**config.mk**
```make
export PLATFORM = sky130hd
export DESIGN_NAME = sbc_secondary_flat
export DESIGN_NICKNAME = d
export VERILOG_FILES = /design/src/hw/sbc_pkg.sv /design/src/hw/sbc_link_if.sv /design/src/hw/sbc_secondary.sv /design/src/hw/sbc_sync.sv /design/src/flat_wrapper.sv
export SDC_FILE = /design/constraint.sdc
export NUM_CORES = 1
export LEC_CHECK = 0
export BUFFER_PORTS_ARGS = -buffer_cell sky130_fd_sc_hd__buf_2
export CAP_MARGIN = 10
export CORE_MARGIN = 5
export CORE_UTILIZATION = 45
export CTS_BUF_LIST = sky130_fd_sc_hd__clkbuf_16
export CTS_CLUSTER_DIAMETER = 150
export DETAILED_ROUTE_END_ITERATION = 8
export PLACE_DENSITY = 0.73
export SLEW_MARGIN = 20
export SYNTH_ARGS = -nofsm -noshare
export SYNTH_HDL_FRONTEND = slang
export SYNTH_SLANG_ARGS = --single-unit
export TNS_END_PERCENT = 50
```
**constraint.sdc**
```tcl
create_clock -name sys_clk -period 15.6 [get_ports sys_clk]
set_input_delay 4.68 -clock sys_clk [delete_from_list [all_inputs] [get_ports sys_clk]]
set_output_delay 4.68 -clock sys_clk [all_outputs]
set_load 0.02 [all_outputs]
```
**src/hw/sbc_pkg.sv**
```systemverilog
// Purpose: shared constants and types for the secondary burst control sequencer and its primary partner
// Assumes: 12-bit feedback and winding current codes, 8-bit line code, full scale 5 V on feedback, 4095 = full load on the compensation node
// Notes:   both ends run on sys_clk; the link between them is same-clock logic
//
// Contract
// - primary switches first, then secondary takes over
// - secondary sends handover, switching, burst, fault commands
// - undervoltage or fault returns control to primary
// - primary then latches off or auto-restarts
// - after restart off time, primary repeats start-up
// - every secondary fault is reported to primary; one raised while the secondary is already in S_FAULT is never sent
// - feedback error versus reference, gain raised beyond threshold
// - half-cycle ends when current crosses compensation level
// - half-cycle timing, not frequency, is controlled
// - strap selects burst entry threshold, 15 to 2
// - burst entry threshold compensated for input voltage
// - enter burst before ten percent load
// - three burst modes, intermediate entered first
// - intermediate burst forces off time every 1.5 ms
// - closed loop resumes until off-to-off timer expires
// - light-load burst uses fixed ten percent level
// - light-load burst switches between low and high window
// - super-light burst starts only after 50 ms off
// - low window in super-light returns to light-load
// - super-light burst ends at high window or 60 us
// - output window fixed at plus/minus 0.65 percent
// - burst envelope kept below about 1 kHz; ENV_MIN is enforced in S_LL_OFF only, not from S_SL_OFF
package sbc_pkg;
  // ***************************************************************
  // timing
  // ***************************************************************
  localparam int CLK_MHZ        = 25;                          // sys_clk rate
  localparam int IM_PERIOD_US   = 1500;                        // forced off-to-off period
  localparam int IM_PERIOD_CYC  = IM_PERIOD_US * CLK_MHZ;
  localparam int SL_OFF_MS      = 50;                          // super-light maximum off time
  localparam int SL_OFF_CYC     = SL_OFF_MS * 1000 * CLK_MHZ;
  localparam int SL_SW_US       = 60;                          // super-light switching budget
  localparam int SL_SW_CYC      = SL_SW_US * CLK_MHZ;
  localparam int ENV_MIN_US     = 1000;                        // 1 kHz envelope ceiling
  localparam int ENV_MIN_CYC    = ENV_MIN_US * CLK_MHZ;
  localparam int RESTART_MS     = 500;                         // auto-restart off time
  localparam int RESTART_CYC    = RESTART_MS * 1000 * CLK_MHZ;
  localparam int START_HALF_NS  = 5000;                        // start-up half period (100 kHz)
  localparam int START_HALF_CYC = START_HALF_NS * CLK_MHZ / 1000;
  localparam int TMR_W          = 24;                          // timer width
  // ***************************************************************
  // analog codes
  // ***************************************************************
  localparam logic [11:0] OUT_REG_CODE   = 12'hc00;            // 3.75 V reference
  localparam logic [11:0] OUT_WIN_CODE   = 12'h014;            // 0.65 % of reference
  localparam logic [11:0] WIN_LOW_CODE   = OUT_REG_CODE - OUT_WIN_CODE;
  localparam logic [11:0] WIN_HIGH_CODE  = OUT_REG_CODE + OUT_WIN_CODE;
  localparam logic [12:0] NLA_THR        = 13'h0040;           // error where gain boost starts
  localparam int          NLA_SHIFT      = 2;                  // 4x boost
  localparam int          INT_SHIFT      = 4;                  // integrator step scale
  localparam logic [11:0] CMP_INIT       = 12'h800;            // compensation at hand-over
  localparam logic [11:0] FIXED_BURST_LVL = 12'h19a;           // ten percent load
  localparam logic [11:0] BURST_HYST     = 12'h040;            // exit hysteresis
  localparam int          LINE_SHIFT     = 3;                  // input-voltage compensation scale
  localparam logic [11:0] STRAP_LVL [0:7] = '{12'h266, 12'h1eb, 12'h171, 12'h0f6,
                                             12'h0a4, 12'h052, 12'h052, 12'h052};
  // ***************************************************************
  // link commands and modes
  // ***************************************************************
  typedef enum logic [2:0] {
    CMD_NONE = 3'h0, CMD_HANDOVER = 3'h1, CMD_HB_HI = 3'h2, CMD_HB_LO = 3'h3,
    CMD_BURST_MODE = 3'h4, CMD_BURST_STOP = 3'h5, CMD_RUN = 3'h6, CMD_FAULT = 3'h7
  } sbc_cmd_t;
  localparam logic [1:0] MODE_RUN = 2'h0;
  localparam logic [1:0] MODE_IM  = 2'h1;
  localparam logic [1:0] MODE_LL  = 2'h2;
  localparam logic [1:0] MODE_SL  = 2'h3;
endpackage

```
**src/hw/sbc_link_if.sv**
```systemverilog
// Purpose: isolated link between secondary and primary ends
// Assumes: both ends share sys_clk
// Notes:   one command per strobe; primaryOn is a level
`timescale 1ns/1ns
`default_nettype none
interface sbc_link_if
  import sbc_pkg::*;
(
  input wire logic sys_clk
);
  sbc_cmd_t isolatedLinkCmd;   // command code
  logic     isolatedLinkStb;   // one-cycle command strobe
  logic     primaryOn;         // primary powered and not in off period
  modport sec (input sys_clk, output isolatedLinkCmd, output isolatedLinkStb, input primaryOn);
  modport pri (input sys_clk, input isolatedLinkCmd, input isolatedLinkStb, output primaryOn);
endinterface
`default_nettype wire

```
**src/hw/sbc_secondary.sv**
```systemverilog
// Purpose: secondary-side sequencer: hand-over, half-cycle timing, burst modes, fault reporting
// Assumes: sense inputs are pin codes from converters, sampled through two flops
// Notes:   compensation node is a digital integrator standing in for the analog network
`timescale 1ns/1ns
`default_nettype none
module sbc_secondary
  import sbc_pkg::*;
#(
  parameter int IM_PERIOD   = IM_PERIOD_CYC,  // off-to-off period in cycles
  parameter int SL_OFF      = SL_OFF_CYC,     // super-light off time in cycles
  parameter int ENV_MIN     = ENV_MIN_CYC,    // least spacing of light-load bursts
  parameter int SL_STEP_HC  = 4,              // short burst length that steps to super-light
  parameter int LL_EXIT_HC  = 64              // long burst length that steps back up
) (
  input  wire logic        sys_clk,
  input  wire logic        rst,
  sbc_link_if.sec          link,
  input  wire logic [11:0] outputFeedbackSense,
  input  wire logic [11:0] windingCurrentSense,
  input  wire logic [7:0]  lineSense,
  input  wire logic [2:0]  secondaryStrapSelect,
  input  wire logic        secFault,
  input  wire logic        secUnderVolt,
  output logic             inControl,
  output logic [1:0]       burstMode,
  output logic [11:0]      compensationNode
);
  if (IM_PERIOD < 2 || IM_PERIOD >= 2**TMR_W || SL_OFF < 2 || SL_OFF >= 2**TMR_W ||
      ENV_MIN < 1 || ENV_MIN >= 2**16 || SL_STEP_HC > 254 || LL_EXIT_HC > 255 ||
      SL_STEP_HC >= LL_EXIT_HC) begin : g_chk
    $error("sbc_secondary: parameter out of range");
  end
  // ***************************************************************
  // state
  // ***************************************************************
  typedef enum logic [8:0] {
    S_WAIT   = 9'h001, S_RUN    = 9'h002, S_IM_ON  = 9'h004,
    S_IM_OFF = 9'h008, S_LL_ON  = 9'h010, S_LL_OFF = 9'h020,
    S_SL_ON  = 9'h040, S_SL_OFF = 9'h080, S_FAULT  = 9'h100
  } sbc_sst_t;
  typedef struct packed {
    sbc_sst_t         st;        // sequencer state
    logic [11:0]      cmp;       // compensation level
    logic             phase;     // next half-cycle side
    logic             above;     // current above level last cycle
    logic [TMR_W-1:0] tmr;       // off-to-off or off-time timer
    logic [15:0]      env;       // time since last burst start
    logic [7:0]       hc;        // half-cycles in this burst
    logic [10:0]      sw;        // super-light switching time
    sbc_cmd_t         cmd;       // command to primary
    logic             stb;       // command strobe
    logic [2:0]       strap;     // captured strap
    logic             strapDone; // strap caught once after reset
    logic             inCtl;     // secondary owns switching
    logic [1:0]       mode;      // burst mode shown outside
  } sbc_sec_t;
  sbc_sec_t q, d;
  // ***************************************************************
  // pin synchronisers
  // ***************************************************************
  logic [11:0] fbS;      // feedback code
  logic [11:0] isS;      // winding current code
  logic [7:0]  lineS;    // input voltage code
  logic [2:0]  strapS;   // strap code
  logic [1:0]  fltS;     // fault, undervoltage
  sbc_sync #(.W(37)) u_pins (
    .sys_clk (sys_clk),
    .rst     (rst),
    .asyncIn ({outputFeedbackSense, windingCurrentSense, lineSense, secondaryStrapSelect,
               secFault, secUnderVolt}),
    .syncOut ({fbS, isS, lineS, strapS, fltS})
  );
  // ***************************************************************
  // datapath terms
  // ***************************************************************
  logic signed [12:0] err;       // feedback minus reference
  logic        [12:0] absErr;    // magnitude of error
  logic signed [14:0] gErr;      // error after gain choice
  logic signed [14:0] cmpW;      // integrator before clamp
  logic        [11:0] cmpSat;    // clamped integrator
  logic        [11:0] burstThr;  // compensated entry threshold
  logic        [11:0] level;     // half-cycle termination level
  logic               above;     // current at or above level
  logic               switching; // a switching state
  logic               hcEnd;     // half-cycle termination event
  logic               winLow;    // output at low window
  logic               winHigh;   // output at high window
  // ***************************************************************
  // next state
  // ***************************************************************
  always_comb begin
    d = q;
    d.cmd = CMD_NONE;
    d.stb = 1'b0;
    // error amplifier with large-signal boost
    err    = $signed({1'b0, fbS}) - $signed({1'b0, OUT_REG_CODE});
    absErr = err[12] ? 13'(-err) : 13'(err);
    gErr   = (absErr > NLA_THR) ? (15'(err) <<< NLA_SHIFT) : 15'(err);
    cmpW   = $signed({3'b000, q.cmp}) - (gErr >>> INT_SHIFT);
    cmpSat = cmpW[14] ? 12'h000 : (cmpW > 15'sd4095) ? 12'hfff : cmpW[11:0];
    burstThr = STRAP_LVL[q.strap] + {4'h0, lineS >> LINE_SHIFT};
    winLow   = fbS <= WIN_LOW_CODE;
    winHigh  = fbS >= WIN_HIGH_CODE;
    // strap taken once synchronised feedback is above the low window; until the synchroniser fills it still shows its reset zero
    if (!q.strapDone && !winLow) begin
      d.strap     = strapS;
      d.strapDone = 1'b1;
    end
    // light-load and super-light ignore the compensation node
    level = (q.st == S_LL_ON || q.st == S_SL_ON) ? FIXED_BURST_LVL : q.cmp;
    above = isS >= level;
    switching = q.st == S_RUN || q.st == S_IM_ON || q.st == S_LL_ON || q.st == S_SL_ON;
    hcEnd = switching && above && !q.above;
    d.above = above;
    d.tmr = (q.tmr == '1) ? q.tmr : q.tmr + 1'b1;
    d.env = (q.env == '1) ? q.env : q.env + 1'b1;
    // closed loop only while the node is in use
    if (q.st == S_RUN || q.st == S_IM_ON) begin
      d.cmp = cmpSat;
    end
    case (q.st)
      S_WAIT: begin
        if (link.primaryOn && !winLow) begin
          d.st    = S_RUN;                                    // near regulation: take over
          d.cmd   = CMD_HANDOVER;
          d.stb   = 1'b1;
          d.inCtl = 1'b1;
          d.cmp   = CMP_INIT;
          d.phase = 1'b0;                                     // every hand-over opens with a high half-cycle
          d.mode  = MODE_RUN;
        end
      end
      S_RUN: begin
        if (q.cmp < burstThr) begin
          d.st   = S_IM_ON;                                   // intermediate first
          d.cmd  = CMD_BURST_MODE;
          d.stb  = 1'b1;
          d.tmr  = '0;
          d.mode = MODE_IM;
        end
      end
      S_IM_ON: begin
        if (q.cmp > burstThr + BURST_HYST) begin
          d.st   = S_RUN;                                     // load back above entry
          d.cmd  = CMD_RUN;
          d.stb  = 1'b1;
          d.mode = MODE_RUN;
        end else if (q.cmp < (burstThr >> 1)) begin
          d.st   = S_LL_OFF;                                  // lighter load steps down
          d.cmd  = CMD_BURST_STOP;
          d.stb  = 1'b1;
          d.mode = MODE_LL;
        end else if (q.tmr >= TMR_W'(IM_PERIOD - 1)) begin
          d.st  = S_IM_OFF;                                   // forced off every period
          d.cmd = CMD_BURST_STOP;
          d.stb = 1'b1;
          d.tmr = '0;
        end
      end
      S_IM_OFF: begin
        if (winLow) begin
          d.st    = S_IM_ON;                                  // timer keeps running
          d.above = 1'b1;
        end
      end
      S_LL_OFF: begin
        if (winLow && q.env >= 16'(ENV_MIN - 1)) begin
          d.st    = S_LL_ON;
          d.hc    = '0;
          d.env   = '0;
          d.above = 1'b1;
        end
      end
      S_LL_ON: begin
        if (winHigh) begin
          d.st   = (q.hc <= 8'(SL_STEP_HC)) ? S_SL_OFF : S_LL_OFF;
          d.mode = (q.hc <= 8'(SL_STEP_HC)) ? MODE_SL : MODE_LL;
          d.cmd  = CMD_BURST_STOP;
          d.stb  = 1'b1;
          d.tmr  = '0;
        end else if (q.hc >= 8'(LL_EXIT_HC)) begin
          d.st   = S_IM_ON;                                   // heavier load steps up
          d.mode = MODE_IM;
          d.tmr  = '0;
          d.cmp  = FIXED_BURST_LVL;
        end
      end
      S_SL_OFF: begin
        if (winLow) begin
          d.st    = S_LL_ON;
          d.mode  = MODE_LL;
          d.hc    = '0;
          d.env   = '0;
          d.above = 1'b1;
        end else if (q.tmr >= TMR_W'(SL_OFF - 1)) begin
          d.st    = S_SL_ON;                                  // off-time expiry only
          d.sw    = '0;
          d.env   = '0;
          d.above = 1'b1;
        end
      end
      S_SL_ON: begin
        d.sw = q.sw + 1'b1;
        if (winHigh || q.sw >= 11'(SL_SW_CYC - 1)) begin
          d.st  = S_SL_OFF;
          d.cmd = CMD_BURST_STOP;
          d.stb = 1'b1;
          d.tmr = '0;
        end
      end
      S_FAULT: begin
        if (!link.primaryOn && fltS == 2'b00) begin
          d.st = S_WAIT;                                      // primary runs its restart
        end
      end
      default: d.st = S_WAIT;
    endcase
    // half-cycle edges become switching commands
    if (hcEnd && !d.stb && d.st == q.st) begin
      d.phase = ~q.phase;
      d.cmd   = q.phase ? CMD_HB_LO : CMD_HB_HI;
      d.stb   = 1'b1;
      d.hc    = (q.hc == 8'hff) ? q.hc : q.hc + 1'b1;
    end
    // faults and undervoltage hand control back
    if (q.st != S_FAULT && fltS != 2'b00) begin
      d.st    = S_FAULT;
      d.cmd   = CMD_FAULT;
      d.stb   = 1'b1;
      d.inCtl = 1'b0;
      d.mode  = MODE_RUN;
    end else if (q.inCtl && !link.primaryOn) begin
      d.st    = S_FAULT;                                      // primary-side fault seen
      d.cmd   = CMD_NONE;
      d.stb   = 1'b0;
      d.inCtl = 1'b0;
      d.mode  = MODE_RUN;
    end
  end
  // registers
  always_ff @(posedge sys_clk) begin
    if (rst) begin
      q <= '{st: S_WAIT, cmp: CMP_INIT, phase: 1'b0, above: 1'b0, tmr: '0, env: '0, hc: '0,
             sw: '0, cmd: CMD_NONE, stb: 1'b0, strap: 3'h0, strapDone: 1'b0, inCtl: 1'b0,
             mode: MODE_RUN};
    end else begin
      q <= d;
    end
  end
  assign link.isolatedLinkCmd = q.cmd;
  assign link.isolatedLinkStb = q.stb;
  assign inControl            = q.inCtl;
  assign burstMode            = q.mode;
  assign compensationNode     = q.cmp;
endmodule // sbc_secondary
`default_nettype wire

```
**src/hw/sbc_sync.sv**
```systemverilog
// Purpose: two-flop synchroniser for pin inputs
// Assumes: slow-changing pins or codes
// Notes:   first stage feeds only the second
`timescale 1ns/1ns
`default_nettype none
module sbc_sync #(
  parameter int W = 1
) (
  input  wire logic         sys_clk,
  input  wire logic         rst,
  input  wire logic [W-1:0] asyncIn,
  output logic      [W-1:0] syncOut
);
  typedef struct packed {
    logic [W-1:0] meta;   // first stage
    logic [W-1:0] stable; // second stage
  } sbc_sync_t;
  sbc_sync_t q, d;
  // next value
  always_comb begin
    d.meta   = asyncIn;
    d.stable = q.meta;
  end
  // registers
  always_ff @(posedge sys_clk) begin
    if (rst) begin
      q <= '0;
    end else begin
      q <= d;
    end
  end
  assign syncOut = q.stable;
endmodule // sbc_sync
`default_nettype wire

```
**src/flat_wrapper.sv**
```systemverilog
// flat-port wrapper written by rule: the top's interface ports become plain ports
module sbc_secondary_flat import sbc_pkg::*;
#(
  parameter int IM_PERIOD   = IM_PERIOD_CYC,                                
  parameter int SL_OFF      = SL_OFF_CYC,                                      
  parameter int ENV_MIN     = ENV_MIN_CYC,                                         
  parameter int SL_STEP_HC  = 4,                                                             
  parameter int LL_EXIT_HC  = 64                                                     
)
  (sys_clk, rst, outputFeedbackSense, windingCurrentSense, lineSense, secondaryStrapSelect, secFault, secUnderVolt, inControl, burstMode, compensationNode, link_isolatedLinkCmd, link_isolatedLinkStb, link_primaryOn);
  sbc_link_if link_i (.sys_clk(sys_clk));
  input  wire logic sys_clk;
  input  wire logic rst;
  input  wire logic [11:0] outputFeedbackSense;
  input  wire logic [11:0] windingCurrentSense;
  input  wire logic [7:0] lineSense;
  input  wire logic [2:0] secondaryStrapSelect;
  input  wire logic secFault;
  input  wire logic secUnderVolt;
  output logic inControl;
  output logic [1:0] burstMode;
  output logic [11:0] compensationNode;
  output wire logic [$bits(link_i.isolatedLinkCmd)-1:0] link_isolatedLinkCmd;
  output wire logic [$bits(link_i.isolatedLinkStb)-1:0] link_isolatedLinkStb;
  input wire logic [$bits(link_i.primaryOn)-1:0] link_primaryOn;
  assign link_isolatedLinkCmd = link_i.isolatedLinkCmd;
  assign link_isolatedLinkStb = link_i.isolatedLinkStb;
  assign link_i.primaryOn = link_primaryOn;
  sbc_secondary #(.IM_PERIOD(IM_PERIOD), .SL_OFF(SL_OFF), .ENV_MIN(ENV_MIN), .SL_STEP_HC(SL_STEP_HC), .LL_EXIT_HC(LL_EXIT_HC)) u_core (.sys_clk(sys_clk), .rst(rst), .link(link_i), .outputFeedbackSense(outputFeedbackSense), .windingCurrentSense(windingCurrentSense), .lineSense(lineSense), .secondaryStrapSelect(secondaryStrapSelect), .secFault(secFault), .secUnderVolt(secUnderVolt), .inControl(inControl), .burstMode(burstMode), .compensationNode(compensationNode));
endmodule
```
**After elaboration in Yosys (flattened, before gate mapping)**

Memory sizes are Yosys's and may differ from the RTL's.
Index checks and enable logic that the tools add are counted.

- Flip-flop bits (word level): 167
- Memory bits (writable): 0
- ROM bits: 96
- Memories kept: 1
- Input port bits: 40
- Bits in latches: 0

Memory list:

| name | depth | bits a word | read ports | clocked after Yosys merged registers in | wr ports | line | text |
|---|---|---|---|---|---|---|---|
| (name not given) | 8 | 12 | 1 | 0 | 0 | sbc_secondary.sv:101 | `burstThr = STRAP_LVL[q.strap] + {4'h0, lineS >> LINE_SHIFT};` |

- $add $sub $neg: 9
- Multiplexer cells: 75
- Multiply operators: 0
- Reductions and logical operators: 33
- Bitwise logic cells: 2
- Equal/unequal tests: 24
- Shifts and indexed selects: 0
- $lt $le $gt $ge: 15
- Div/mod/pow operators: 0

Operators with widths:

| kind | count |
|---|---|
| $mux 24 | 9 |
| $mux 9 | 13 |
| $pmux 24 s4 | 1 |
| $mux 12 | 7 |
| $pmux 9 s9 | 1 |
| $mux 16 | 3 |
| $pmux 24 s2 | 1 |
| $mux 4 | 9 |
| $mux 8 | 4 |
| $add 24x1->24 const B | 1 |
| $eq 24x24->1 const B | 1 |
| $ge 24x16->1 const B | 1 |
| $ge 24x21->1 const B | 1 |
| $pmux 12 s2 | 1 |
| $mux 11 | 2 |
| $mux 22 | 1 |
| $pmux 11 s2 | 1 |
| $mux 21 | 1 |
| $pmux 4 s5 | 1 |
| $add 16x1->16 const B | 1 |
| $eq 16x16->1 const B | 1 |
| $ge 16x15->1 const B | 1 |
| $mux 2 | 8 |
| $gt 15x13->1 const B | 1 |
| 54 further kinds | 87 |

**Depth between registers and ports, before layout**

- Word-level depth: 18
- Mapped depth: 25

**By module**

From an unflattened synthesis, not the netlist that was laid out.

- Cells, all modules: 1068
- Area, all modules: 9158.8 um^2

Modules (own cells, without submodules):

| module | times used | area each (um^2) | cells each |
|---|---|---|---|
| sbc_secondary | 1 | 7130.6 | 912 |
| sbc_sync | 1 | 2028.2 | 156 |

**Worst setup path before layout**

Ideal clock, no wire load.

- Kind: input-to-reg
- From: input link_primaryOn
- To: register u_core.q[25] (netlist name)
- Data arrival time: 5.924 ns
- Path slack: 9.557 ns
- Required time: 15.481 ns
- Stages on the path: 7
- Library setup time: 0.119 ns
- Cell sequence: inv_1 > a2111oi_2 > o21bai_1 > or3_1 > nor3_4 > nand3_1 > mux2i_1

- Word-level cells in the longest chain between the ends: 8
- Elaborated cells on any way between the ends: 18
- Those cells by class: eq/ne: 4; mux: 6; reduce/logical: 8

Ends and longest elaborated chain:

| element | line | text |
|---|---|---|
| start: declaration | flat_wrapper.sv:25 | `input wire logic [$bits(link_i.primaryOn)-1:0] link_primaryOn;` |
| $logic_not 1->1 or $logic_and 1x1->1 (tied branches) | sbc_secondary.sv:212, sbc_secondary.sv:123 |  |
| $logic_and 1x1->1 or $mux 2 (tied branches) | sbc_secondary.sv:212, sbc_secondary.sv:123 |  |
| $mux 9 or $pmux 4 s5 (tied branches) | sbc_secondary.sv:212, sbc_secondary.sv:121 |  |
| $pmux 9 s9 or $logic_not 1->1 (tied branches) | sbc_secondary.sv:121, sbc_secondary.sv:219 |  |
| $eq 9x9->1 or $logic_and 1x1->1 (tied branches) | sbc_secondary.sv:219 | `if (hcEnd && !d.stb && d.st == q.st) begin` |
| $logic_and 1x1->1 * | sbc_secondary.sv:219 |  |
| $ne 3x1->1 (no source line) (tied with other cells) | n/a |  |
| $reduce_and 4->1 (no source line) | n/a |  |
| end signal: assignment | sbc_secondary.sv:243 | `q <= '{st: S_WAIT, cmp: CMP_INIT, phase: 1'b0, above: 1'b0, tmr: '0, env: '0, hc: '0,` |
| end: declaration | sbc_secondary.sv:57 | `sbc_sec_t q, d;` |

Every way passes the cells marked *; elsewhere a longest branch is shown, timed or not. The select of a mux whose other input is x is not followed.
A chain may end at the register's enable or synchronous reset.

==> results.toml <==
[power]
p_total_w = 0.000889
pwr-share-clk = 0.447
power_leakage_nw = 4.01
power.internal_w = 0.000669
power_frac_comb = 0.072
switching_share = 0.247
ir_drop_v = 0.0000780
powerDensity_nw_per_um2 = 89.3
p_seq_frac = 0.481
switching_power_w = 0.000220

[routing]
drtIter0Drc = 500
drtPass1Iterations = 7
wl_per_cell_um = 15.4
drc_errors = 0
ant_nets = 0
wl_um = 20800
num_vias = 7569
viasPerCell = 5.60

[clock_network]
clock_path_buffers = 2
clkLatencyLatePin_ns = 0.43
path_clk_slew_ns = 0.07
cts_made_buffers = 17
cts_setup_buffers = 0
cts-root-buf = "clkbuf_16"
clock-sinks = 161
tritoncts = "yes"
cts_htree_levels = 4
postCtsHoldBufs = 0
cts-resized-gates = 0

[setup_path]
critical_path_class = "input pin to register"
crit_end = "u_core.compensationNode[2]"
r2r_end = "u_core.link.isolatedLinkCmd[0]"
r2r_slack_ns = 9.73
end_kind = "register"
worstPathArrival_ns = 6.85
cp-start-kind = "input pin"
rr_worst_depth = 23
critPathMaxFanout = 50
worstReg2RegStart = "u_core.q[4]"
cp-startpoint = "rst"
required_ns = 15.97

[global_route]
use_met3 = 0.0440
grt_antenna_before_repair = 0
grtUsageMet2 = 0.301
grt_use_met1 = 0.242
overflow = 0
grt_pass1_vias = 7114
busiest_layer = "met2"
grt_max_degree = 51
grt_first_pass_wirelength_um = 34400
grt.total_usage = 0.187

[yosys]
synth_edf_count = 0
synth_area_leaders = "dfxtp_1 (36%), ha_1 (9.6%), nor2b_1 (5.7%), nor2_1 (4.2%), nand2_1 (3.1%)"
synth.avg_cell_area_um2 = 8.67
syn_nets = 1145
ys_ff_latch = 161
ys_seq_area_frac = 0.360
synthArstFlopShare = 0
yosysTopAreaCell = "dfxtp_1"
yosys.cell_types.count = 79
netlist.area_leader.share = 0.360
syn_inst = 1034
synth.cell_area_um2 = 8960
synth-main-ff-cell = "dfxtp_1"
yosysWarnings = 0

[finish]
design_area_um2 = 9960
nNetsFinal = 1185
final_cells = 1352
final_common_cell = "dfxtp_1"
antenna_cells = 0
area_delta_synth_final_pct = 11.2
drive_gt1_frac = 0.120
final_cell_mix = "dfxtp_1 (161), nor2_1 (101), nor2b_1 (81)"

[flow_run]
cap_violations = 0

[timing]
post-route-min-period_ns = 6.48
fin_ws_ns = 9.12
max-slew-margin-rel = 0.274
rsz0062_at_grt = "no"
drv_slew = 0
tns_ns = 0
report.final.setup_viol = 0
skew_ns = 0.00834
fin_crit_sh = 0.415
final_hold_viol_count = 0
worstMarginPinSlew_ns = 1.08
fmax_ghz = 0.154

[placement]
place_area_um2 = 9400
place_ws_ns = 8.69
gp_congestion = 0.923
place_inst = 1320
hpwl_um = 15500
portBuffers = 55

[floorplan]
die_h_um = 151
dieWidth_um = 151
core_um2 = 19500
dieArea_um2 = 22800
ios = 59
start_util = 0.459
num_rows = 51

[worst_hold_path]
holdCritPathClass = "register to register"
hp-start = "u_core.u_pins.d[11]"

[outcome]
status = "finished, final reports clean"
==> cells in the mapped netlist (4+ instances only) <==
master,number
or2_2,7
or3_1,17
nand2_1,74
nor2_1,101
xnor2_1,23
and3_1,10
nand3_1,37
a31oi_1,14
and4_1,4
o211ai_1,5
a21oi_1,55
nor4_1,10
a21o_1,13
nor3b_1,5
dfxtp_1,161
a22o_1,6
clkbuf_1,20
nor2b_1,81
mux2i_1,14
xor2_1,31
a211oi_1,8
buf_4,17
and2_1,5
o31ai_1,6
o21ai_0,40
o21a_1,10
ha_1,69
nor3_1,27
inv_1,43
nand2b_1,7
a211o_1,9
nand4_1,28
==> critical path: stages <==
cell and delay (ns):
buf_2 0.09, buf_4 0.25, buf_4 0.33, or2_2 0.42, nor3b_1 0.78, a22o_1 0.26
==> stage by stage <==
stage,hold slack [ns],util
floorplan,0.414,-
global placement,0.418,0.481
detailed placement,0.423,0.481
CTS,0.439,0.510
global route,0.453,0.510
finish,0.435,0.510
==> power groups by stage <==
stage                     logic (W)  clock network (W)  registers, W
after floorplan           0.0000463                  0      0.000435
after global placement    0.0000617                  0      0.000437
after detailed placement  0.0000630                  0      0.000437
after CTS                 0.0000636           0.000408      0.000428
after global routing      0.0000709           0.000425      0.000429
final                     0.0000637           0.000398      0.000428
==> metal layers <==
metal	vias up	share of wire
met1	3544	0.44
met3	40	0.058
met2	216	0.47
li1	3769	-
met4	0	0.027
met5	-	0
==> flip-flops by register name, summed over array words and instances (netlist names) <==
register	cells
u_core.link.isolatedLinkCmd	3
u_core.u_pins.d	34
u_core.compensationNode	12
u_core.u_pins.syncOut	34
u_core.inControl	1
u_core.q	74
u_core.link.isolatedLinkStb	1
u_core.burstMode	2
==> layout make-up <==
type                       instances  area (µm²)
tap                              265         332
fill                            1829        9570
timing repair buffer              62         328
clock inverter                    15         135
clock buffer                      17         425
sequential                       161        3220
multi-input combinational        789        5360
inverter                          43         161
==> worst min path at each step <==
stage | end | depth (start not counted)
finish | u_core.u_pins.syncOut[11] | 1
CTS | u_core.u_pins.syncOut[13] | 1
floorplan | u_core.u_pins.syncOut[0] | 1
global route | u_core.u_pins.syncOut[32] | 1
global placement | u_core.u_pins.syncOut[35] | 1
detailed placement | u_core.u_pins.syncOut[10] | 1
==> cell families after synthesis <==
| kind of cell | synth area share |
|---|---|
| buffers and inverters | 0.0436 |
| other | 0.000418 |
| DFF | 0.360 |
| AOI/OAI and AO/OA | 0.164 |
| adders and majority gates | 0.101 |
| xor gates and xnor gates | 0.0528 |
| and+or+nand+nor | 0.259 |
| muxes | 0.0194 |
Power figures use the tool's default switching activity.
